## config.mk

```make
export PLATFORM = sky130hd
export DESIGN_NAME = window_compare_config_regs
export DESIGN_NICKNAME = d
export VERILOG_FILES = /design/src/rtl/window_compare_config_regs.v
export VERILOG_INCLUDE_DIRS = /design/src /design/src/rtl
export SDC_FILE = /design/constraint.sdc
export NUM_CORES = 1
export LEC_CHECK = 0
export ABC_AREA = 1
export ABC_CLOCK_PERIOD_IN_PS = 2430
export BUFFER_PORTS_ARGS = -buffer_cell sky130_fd_sc_hd__clkbuf_2
export CORE_MARGIN = 8
export CORE_UTILIZATION = 55
export CTS_BUF_LIST = sky130_fd_sc_hd__clkbuf_4
export DETAILED_ROUTE_END_ITERATION = 10
export PLACE_DENSITY = 0.83
export SLEW_MARGIN = 0
export SYNTH_ARGS = -nofsm -noshare
export SYNTH_HDL_FRONTEND = slang
export SYNTH_SLANG_ARGS = --single-unit
```

## constraint.sdc

```tcl
create_clock -name core_clk -period 2.43 [get_ports core_clk]
set_input_delay 0.243 -clock core_clk [delete_from_list [all_inputs] [get_ports core_clk]]
set_output_delay 0.243 -clock core_clk [all_outputs]
set_load 0.1 [all_outputs]
```

## src/rtl/window_compare_consts.vh

```
/*
 Register offsets, field positions, widths and reset values for the window
 comparator configuration bank. Assumes inclusion by its bare name.
*/
`ifndef WINDOW_COMPARE_CONSTS_VH
`define WINDOW_COMPARE_CONSTS_VH

`define ADDR_W 8
`define DATA_W 8
`define LIMIT_W 12
`define HYST_W 6

`define OFF_CHANNEL_ALERT_ENABLE 8'h34
`define OFF_COMPARATOR_BLOCK_ENABLE 8'h37
`define OFF_CH0_HIGH_LIMIT_LOW_BYTE 8'h38
`define OFF_CH0_HIGH_LIMIT_UPPER_NIBBLE 8'h39
`define OFF_CH0_LOW_LIMIT_LOW_BYTE 8'h3a
`define OFF_CH0_LOW_LIMIT_UPPER_NIBBLE 8'h3b
`define OFF_CH1_HIGH_LIMIT_LOW_BYTE 8'h3c
`define OFF_CH1_HIGH_LIMIT_UPPER_NIBBLE 8'h3d
`define OFF_CH1_LOW_LIMIT_LOW_BYTE 8'h3e
`define OFF_CH1_LOW_LIMIT_UPPER_NIBBLE 8'h3f
`define OFF_CH0_HYSTERESIS 8'h40
`define OFF_CH1_HYSTERESIS 8'h41

`define LIMIT_STRIDE 4
`define HYST_STRIDE 1

`define RST_BYTE 8'h00
`define RST_NIBBLE 4'h0
`define RST_HYST 6'h00
`define RST_ALLOW 2'h0
`define RST_ON 1'h0

`define NIBBLE_PAD 4'h0
`define HYST_PAD 2'h0
`define ALLOW_PAD 6'h00
`define ON_PAD 7'h00

`endif

```

## src/rtl/window_compare_config_regs.v

```verilog
/*
 Configuration register bank of a two-channel digital window comparator:
 global enable, per-channel alert allow bits, 12-bit high and low limits and
 6-bit hysteresis per channel, behind a plain strobe register port.
 Assumes the bus master is on core_clk and issues one-cycle strobes.
*/
`include "window_compare_consts.vh"

module window_compare_config_regs (
   // Clock, reset, enable
   input wire core_clk,
   input wire rst,
   input wire clkEn,
   // Register port
   input wire [`ADDR_W-1:0] regAddr,
   input wire [`DATA_W-1:0] regWrData,
   input wire regWrStb,
   input wire regRdStb,
   output reg [`DATA_W-1:0] regRdData,
   // Configuration to the comparator
   output reg windowCompareOn,
   output wire [1:0] alertAllow,
   output wire [2*`LIMIT_W-1:0] upperLimit,
   output wire [2*`LIMIT_W-1:0] lowerLimit,
   output wire [2*`HYST_W-1:0] hysteresisValue
);

   reg [1:0] alertAllowReg;
   reg [`DATA_W-1:0] upperBottom [0:1];
   reg [3:0] upperTop [0:1];
   reg [`DATA_W-1:0] lowerBottom [0:1];
   reg [3:0] lowerTop [0:1];
   reg [`HYST_W-1:0] hyst [0:1];
   reg [`DATA_W-1:0] next_rdData;

   // Per-channel allow is gated so a disabled block raises nothing
   assign alertAllow = alertAllowReg & {2{windowCompareOn}};

   always @(posedge core_clk) begin
      if (rst) begin
         windowCompareOn <= `RST_ON;
         alertAllowReg <= `RST_ALLOW;
      end else if (clkEn && regWrStb) begin
         if (regAddr == `OFF_COMPARATOR_BLOCK_ENABLE)
            windowCompareOn <= regWrData[0];
         if (regAddr == `OFF_CHANNEL_ALERT_ENABLE)
            alertAllowReg <= regWrData[1:0];
      end
   end

   genvar ch;
   generate
      for (ch = 0; ch < 2; ch = ch + 1) begin : chanRegs
         // Channel stride: low byte, top nibble, low limit pair = 4 offsets
         localparam integer HI_LO = `OFF_CH0_HIGH_LIMIT_LOW_BYTE + ch * `LIMIT_STRIDE;
         localparam integer HI_UP = `OFF_CH0_HIGH_LIMIT_UPPER_NIBBLE + ch * `LIMIT_STRIDE;
         localparam integer LO_LO = `OFF_CH0_LOW_LIMIT_LOW_BYTE + ch * `LIMIT_STRIDE;
         localparam integer LO_UP = `OFF_CH0_LOW_LIMIT_UPPER_NIBBLE + ch * `LIMIT_STRIDE;
         localparam integer HY_A = `OFF_CH0_HYSTERESIS + ch * `HYST_STRIDE;
         // Offsets fit the address width, so the cut drops only zeros
         wire [`ADDR_W-1:0] hiLo = HI_LO[`ADDR_W-1:0];
         wire [`ADDR_W-1:0] hiUp = HI_UP[`ADDR_W-1:0];
         wire [`ADDR_W-1:0] loLo = LO_LO[`ADDR_W-1:0];
         wire [`ADDR_W-1:0] loUp = LO_UP[`ADDR_W-1:0];
         wire [`ADDR_W-1:0] hyA = HY_A[`ADDR_W-1:0];
         always @(posedge core_clk) begin
            if (rst) begin
               upperBottom[ch] <= `RST_BYTE;
               upperTop[ch] <= `RST_NIBBLE;
               lowerBottom[ch] <= `RST_BYTE;
               lowerTop[ch] <= `RST_NIBBLE;
               hyst[ch] <= `RST_HYST;
            end else if (clkEn && regWrStb) begin
               if (regAddr == hiLo)
                  upperBottom[ch] <= regWrData;
               if (regAddr == hiUp)
                  upperTop[ch] <= regWrData[3:0];
               if (regAddr == loLo)
                  lowerBottom[ch] <= regWrData;
               if (regAddr == loUp)
                  lowerTop[ch] <= regWrData[3:0];
               if (regAddr == hyA)
                  hyst[ch] <= regWrData[`HYST_W-1:0];
            end
         end
         assign upperLimit[ch*`LIMIT_W +: `LIMIT_W] = {upperTop[ch], upperBottom[ch]};
         assign lowerLimit[ch*`LIMIT_W +: `LIMIT_W] = {lowerTop[ch], lowerBottom[ch]};
         // One hysteresis serves both comparators of the channel
         assign hysteresisValue[ch*`HYST_W +: `HYST_W] = hyst[ch];
      end
   endgenerate

   // Unmapped offsets read zero; unused upper bits pad with zero
   always @* begin
      case (regAddr)
         `OFF_COMPARATOR_BLOCK_ENABLE: next_rdData = {`ON_PAD, windowCompareOn};
         `OFF_CHANNEL_ALERT_ENABLE: next_rdData = {`ALLOW_PAD, alertAllowReg};
         `OFF_CH0_HIGH_LIMIT_LOW_BYTE: next_rdData = upperBottom[0];
         `OFF_CH0_HIGH_LIMIT_UPPER_NIBBLE: next_rdData = {`NIBBLE_PAD, upperTop[0]};
         `OFF_CH0_LOW_LIMIT_LOW_BYTE: next_rdData = lowerBottom[0];
         `OFF_CH0_LOW_LIMIT_UPPER_NIBBLE: next_rdData = {`NIBBLE_PAD, lowerTop[0]};
         `OFF_CH1_HIGH_LIMIT_LOW_BYTE: next_rdData = upperBottom[1];
         `OFF_CH1_HIGH_LIMIT_UPPER_NIBBLE: next_rdData = {`NIBBLE_PAD, upperTop[1]};
         `OFF_CH1_LOW_LIMIT_LOW_BYTE: next_rdData = lowerBottom[1];
         `OFF_CH1_LOW_LIMIT_UPPER_NIBBLE: next_rdData = {`NIBBLE_PAD, lowerTop[1]};
         `OFF_CH0_HYSTERESIS: next_rdData = {`HYST_PAD, hyst[0]};
         `OFF_CH1_HYSTERESIS: next_rdData = {`HYST_PAD, hyst[1]};
         default: next_rdData = `RST_BYTE;
      endcase
   end

   // Read data stands from the cycle after the strobe until the next edge with clkEn high
   always @(posedge core_clk) begin
      if (rst)
         regRdData <= `RST_BYTE;
      else if (clkEn)
         regRdData <= regRdStb ? next_rdData : `RST_BYTE;
   end

endmodule // window_compare_config_regs

```

==> results of run 1 <==
==> per-layer routing <==
layer	global-route usage [%]	vias up	routed length [um]
met5	0	-	0
met4	10.1	0	205
met3	6.69	17	1030
met2	35.9	203	4810
met1	26.2	1468	3750
li1	-	1458	-
==> how the worst max path moves through the flow <==
stage	start	endpoint	cells past startpoint
2_1_floorplan	windowCompareOn	alertAllow[1]	2
3_3_place_gp	regAddr[7]	lowerBottom[0][1]	8
3_5_place_dp	regAddr[1]	upperBottom[0][3]	7
4_1_cts	windowCompareOn	alertAllow[0]	3
5_1_grt	windowCompareOn	alertAllow[0]	3
6_report	windowCompareOn	alertAllow[0]	3
==> layout make-up <==
cell class / count / area share, %
Multi-Input combinational cell: 261 / 30.6
Inverter: 31 / 2.84
Timing Repair Buffer: 96 / 12.1
Tap cell: 77 / 2.36
Sequential cell: 71 / 49.4
Clock buffer: 13 / 2.39
Clock inverter: 3 / 0.306
==> cells by family after synthesis <==
logic type | count (synthesis) | share of synthesized area, %
AOI/OAI and AO/OA | 22 | 3.18
buffers and inverters | 43 | 5.35
DFF | 71 | 58.4
and+or+nand+nor | 239 | 33.0
==> through the flow <==
stage | area, um2 | utilization (%) | setup WS (ps) | instances | hold slack, ps
after detailed placement | 3980 | 64.1 | 645 | 536 | 455
after global placement | 3980 | 64.1 | 720 | 536 | 452
after CTS | 4090 | 65.9 | 766 | 552 | 90.7
after global routing | 4090 | 65.9 | 705 | 552 | 99.4
final | 4090 | 65.9 | 795 | 552 | 90.4
after floorplan | 3460 | - | 479 | 375 | 433
==> registers in the layout, summed over array words and instances (netlist names) <==
signal,cells
upperTop,8
regRdData,8
lowerTop,8
windowCompareOn,1
alertAllowReg,2
hyst,12
upperBottom,16
lowerBottom,16
==> synthesized netlist by cell type, drive strengths merged <==
cell type / n / share of area [%]
clkinv: 4 / 0.43
nor2: 91 / 13
inv: 27 / 2.9
clkbuf: 1 / 0.11
nand3: 71 / 11
nand2: 65 / 7.6
edfxtp: 60 / 52
a21oi: 15 / 2.2
nor3: 3 / 0.43
dfxtp: 11 / 6.4
nand4: 9 / 1.8
buf: 11 / 1.9
o21ai: 7 / 1.0
==> critical path, cell delays in order (launching register included) <==
cell and delay, ps:
dfxtp_1 410, nand2_1 70, inv_1 50, clkbuf_2 440
==> where the power goes <==
group	internal (mW)	switching [mW]	total (mW)
clock	0.250	0.404	0.654
sequential	1.37	0.0350	1.40
combinational	0.0655	0.533	0.598
==> impl_results.md, run 1 <==
* Num ports at 92
* Hold endpoint: regRdData[4]
* CORE AREA at around 6200 um2
* Fmax at 0.612 GHz
* Outcome: completed
* Postcts setup bufs at 0
* Total Routing Usage GR at ~22%
* Residual DRC count at 0
* RSZ-0062 raised after global routing: no
* Worst Path Max Fanout at 5
* Share of layout cells above drive strength 1 at 28.0%
* Hold Buf Count CTS at 0
* Hold depth at 2
* Critical path type: register to primary output
* Wire length per cell at 17.7 um
* Initial drt markers at 352
* FF-to-FF End: regRdData[0]
* Area Growth Syn to Fin at 18.2%
* Commonest non-fill, non-tap cell in the layout: clkbuf_2
* Routed vias at 3146
* Yosys cell types at 22
* Pins Over Slew Limit at 0
* Port-buffer cells at 91
* Total power at roughly 2.7 mW
* Register Area at 2020 um2
* R2R setup slack at approximately 1300 ps
* Total Neg Setup Slack at 0 ps
* Hold Path Class: input port to register
* Via density at roughly 5.7
* ANT nets after route at 0
* Gr ovfl total at 0
* Global placer's final weighted congestion at around 0.89
* Maximum vdd ir drop at 0.388 mV
* Critical path arrival at 1390 ps
* Clock Tree Buf Depth at 2
* Routed WL at around 9800 um
* Syn Area/Cell at 9.23 um2
* Mapped Nets at 396
* Worst-path clk slew at 110 ps
* Vias in the first global route at 2934
* # nets final at between 400 and 500
* Detailed Place HPWL at between 7000 and 8000 um
* Height of the die at roughly 95 um
* Register area share after synthesis at 58.4%
* Synth warn at 0
* Hold Path Origin: rst
* Clock Skew at 13.3 ps
* Finish-stage setup viols at 0
* CTS tree: yes
* Slew headroom at 61.7%
* Post_cts resized at 0
* PwrDens at 649 nW/um2
* Synth Cell Area at roughly 3500 um2
* Largest net degree at the start of global routing at 27
* CTS buffer count at 9
* Worst Setup Start Kind: register
* Critical path required time at 2190 ps
* FF-to-FF Start: hyst[0][0]
* Initial Util at roughly 56%
* Initial antenna violation count at 0
* Worst-skew pair later-pin latency at roughly 420 ps
* ANT cells at 0
* Area occupied by multi-input gates at 1250 um2
* Final Hold Fails at 0
* CP endpoint kind: primary output
* Total die area at 9080 um2
* CTS H-tree lvls at 3
* First-pass GRT wire length at ~15000 um
* Reg2reg path depth at 6
* Fin crit share at 67.3%
* Fill cells at about 520
* Post-Syn Instances at 375
* DIE WIDTH at 95.3 um
* # Max-Cap Violations at 0
* Pleak at about 1.8 nW
* Clock Sink Count at slightly above 70
* Synthesis-stage register bit count at 71
* Root Buffer: clkbuf_4
* Row Count at 29
* Drt pass-1 iters at 6
* Most frequent cells in the layout: 91 x clkbuf_2, 79 x nor2_1, 69 x nand3_1, 61 x nand2_1, 60 x edfxtp_1
* Final Critical Period at approximately 1600 ps
* Worst-margin pin slew at 568 ps
No activity file was read; power rests on OpenSTA's default activity.
==> inputs of run 2 (changes only) <==
ABC_AREA = 0   (was 1)
ABC_CLOCK_PERIOD_IN_PS = 1600   (was 2430)
clock period = 1.6 ns   (was 2.43 ns; I/O delays follow)
==> impl_results.md, run 2 <==
* Yosys top cell area share at 51.2% (-0.91 points)
* DIE WIDTH at 96.0 um (+0.73%)
* Syn Area/Cell at 12.1 um2 (+32%)
* Hold_ws at 55.6 ps (-34.7 ps)
* Area Growth Syn to Fin at 30.6%
* Mapped Nets at 311 (-21%)
* Final Critical Period at 1540 ps
* Hold Path Class: input port to register
* Drt pass-1 iters at 5 (-1)
* Final Hold Fails at 0 (unchanged)
* Synth Cell Area at 3520 um2 (+1.8%)
* CORE AREA at 6280 um2 (+1.2%)
* Ranking of synthesized cells by area: edfxtp_1 51%, dfxtp_1 6.3%, and2_1 6.0%, and3_1 5.3%, mux4_2 2.6%
* Most common cell in the netlist: edfxtp_1
* Worst-margin pin slew at 559 ps (-8.85 ps)
* RSZ-0062 raised after global routing: no
* Via density at 6.06 (+6.3%)
* Residual DRC count at 0 (unchanged)
* Height of the die at 96.0 um (+0.73%)
* Maximum vdd ir drop at 0.769 mV (+98%)
* Global placer's final weighted congestion at 0.935 (+4.9%)
* Critical path arrival at 1870 ps (+480 ps)
* Total power at 4.21 mW (+59%)
* Initial Util at 56.1% (+0.33 points)
* Detailed Place HPWL at 8340 um (+11%)
* # nets final at 452 (-7.9%)
* Top cells by count, synth: 60 x edfxtp_1, 34 x and2_1, 30 x and3_1
* Pleak at 2.00 nW (+9.5%)
* Row Count at 29 (unchanged)
* Clock Skew at 13.6 ps (+0.321 ps)
* Commonest non-fill, non-tap cell in the layout: clkbuf_2
* Regs by FF count: lowerBottom x16, upperBottom x16, hyst x12
* Share of layout cells above drive strength 1 at 43.8% (+16 points)
* Share of synthesized registers carrying an async set or reset at 0% (unchanged)
* Worst-skew pair later-pin latency at 420 ps (about the same)
* Yosys cell types at 47 (+110%)
* Root Buffer: clkbuf_4
* Critical path type: input port to register
* CTS H-tree lvls at 3 (unchanged)
* Placed Area at 4450 um2 (+12%)
* Slew headroom at 62.9% (+1.1 points)
* ANT cells at 0 (unchanged)
* Largest net degree at the start of global routing at 19 (-30%)
* Finish-stage setup viols at 0 (unchanged)
* Routed WL at 10800 um (+9.9%)
* Wire length per cell at 21.0 um (+18%)
* CTS tree: yes
* Total die area at 9220 um2 (+1.5%)
* Num ports at 92 (unchanged)
* Pre-CTS WS at -210 ps (-855 ps)
* CTS buffer count at 9 (unchanged)
* Initial drt markers at 322 (-8.5%)
* Total Routing Usage GR at 24.1% (+2.0 points)
* Most used DFF post-synth: edfxtp_1
* PwrDens at 916 nW/um2 (+41%)
* Clock Sink Count at 71 (unchanged)
* Worst-path clk slew at 120 ps (about the same)
* Initial antenna violation count at 0 (unchanged)
* Worst Path Max Fanout at 6 (+1)
* First-pass GRT wire length at 16400 um (+9.1%)
* Post-Syn Instances at 290 (-23%)
* Yosys top cell by area: edfxtp_1
* EDFF count, synth at 60 (unchanged)
* Vias in the first global route at 3102 (+5.7%)
* Synth warn at 0 (unchanged)
* Critical path required time at 1930 ps (-260 ps)
* Pins Over Slew Limit at 0 (unchanged)
* Post-Layout Cell Count at 513 (-7.1%)
* Worst Setup Start Kind: input port
* Fmax at 0.649 GHz
* Synthesis-stage register bit count at 71 (unchanged)
* ANT nets after route at 0 (unchanged)
* Routed vias at 3107 (-1.2%)
* Port-buffer cells at 91 (unchanged)
* Fin crit share at a little over nine tenths
* Register area share after synthesis at 57.4% (-1.0 points)
* CP endpoint kind: register
* Gr ovfl total at 0 (unchanged)
* Most frequent cells in the layout: 89 x clkbuf_2, 60 x edfxtp_1, 59 x buf_4, 32 x and2_1, 30 x and3_1
* Design Area, Final at 4600 um2 (+12%)
* Clock Tree Buf Depth at 2 (unchanged)
* Placed cells at 496 (-7.5%)
* # Max-Cap Violations at 0 (unchanged)
* Outcome: completed
* Final setup margin at 59.5 ps (-735 ps)
==> run 2: cell types whose count changed after synthesis, sizes merged, moves of 24 or more <==
cell / delta
nand3: -60
and2: +35
nand2: -53
and3: +30
inv: -24
nor2: -77
==> run 2: kinds of logic after synthesis <==
logic type	Yosys count	share of synthesized area, %
mux	18	6.79
buf+inv	24	3.20
simple gates	130	21.8
compound gates	47	10.8
flops	71	57.4
==> run 2: layout make-up <==
| type | instances | area (um2) |
|---|---|---|
| repair buffers | 151 | 913 |
| clock buffers | 9 | 67.6 |
| flip-flops and latches | 71 | 2020 |
| well taps | 77 | 96.3 |
| inverters | 3 | 11.3 |
| multi-input cells | 195 | 1430 |
| fillers | 455 | 1680 |
| clock inverters | 7 | 57.6 |
==> run 2: power by group <==
group	total [mW]	switching, mW	internal [mW]
Sequential	2.14	0.0579	2.08
Combinational	1.04	0.827	0.210
Clock	1.04	0.701	0.337
Total	4.21	1.59	2.63
==> run 2: per-layer routing <==
layer	part of all wire (%)	track usage [%]	vias up
met3	9.1	5.93	29
met4	3.0	10.4	0
met5	0	0	-
met2	49	39.0	188
li1	-	-	1387
met1	39	29.9	1503
==> run 2: through the flow <==
| step | utilization (%) | TNS, ps |
|---|---|---|
| global placement | 70.9 | -743 |
| floorplan | - | -1270 |
| global route | 73.3 | 0 |
| finish | 73.3 | 0 |
| detailed placement | 70.9 | -1040 |
| CTS | 73.2 | 0 |
==> run 2: timing repair <==
item,CTS,global route
endpoints found under the setup margin,3,1
pin swaps,0,0
endpoints found under the hold margin,1,0
resized for setup,3,1
setup buffers,0,0
hold buffers,1,0
==> run 2: worst max-delay path: stages <==
cell and delay [ps]:
dlygate4sd3_1 520, clkbuf_2 160, buf_4 170, nand4_1 250, nor3_1 330, mux2i_1 220
nor2_1 60
==> run 2: final timing paths <==
path | startpoint | endpoint | slack [ps] | cells after the start
setup / recovery | clkEn | windowCompareOn | 60 | 7
hold / removal | regWrData[6] | lowerBottom[1][6] | 60 | 2
setup reg to reg | lowerBottom[0][3] | regRdData[3] | 160 | 5
hold reg to reg | regRdData[7] | regRdData[7] | 470 | 2
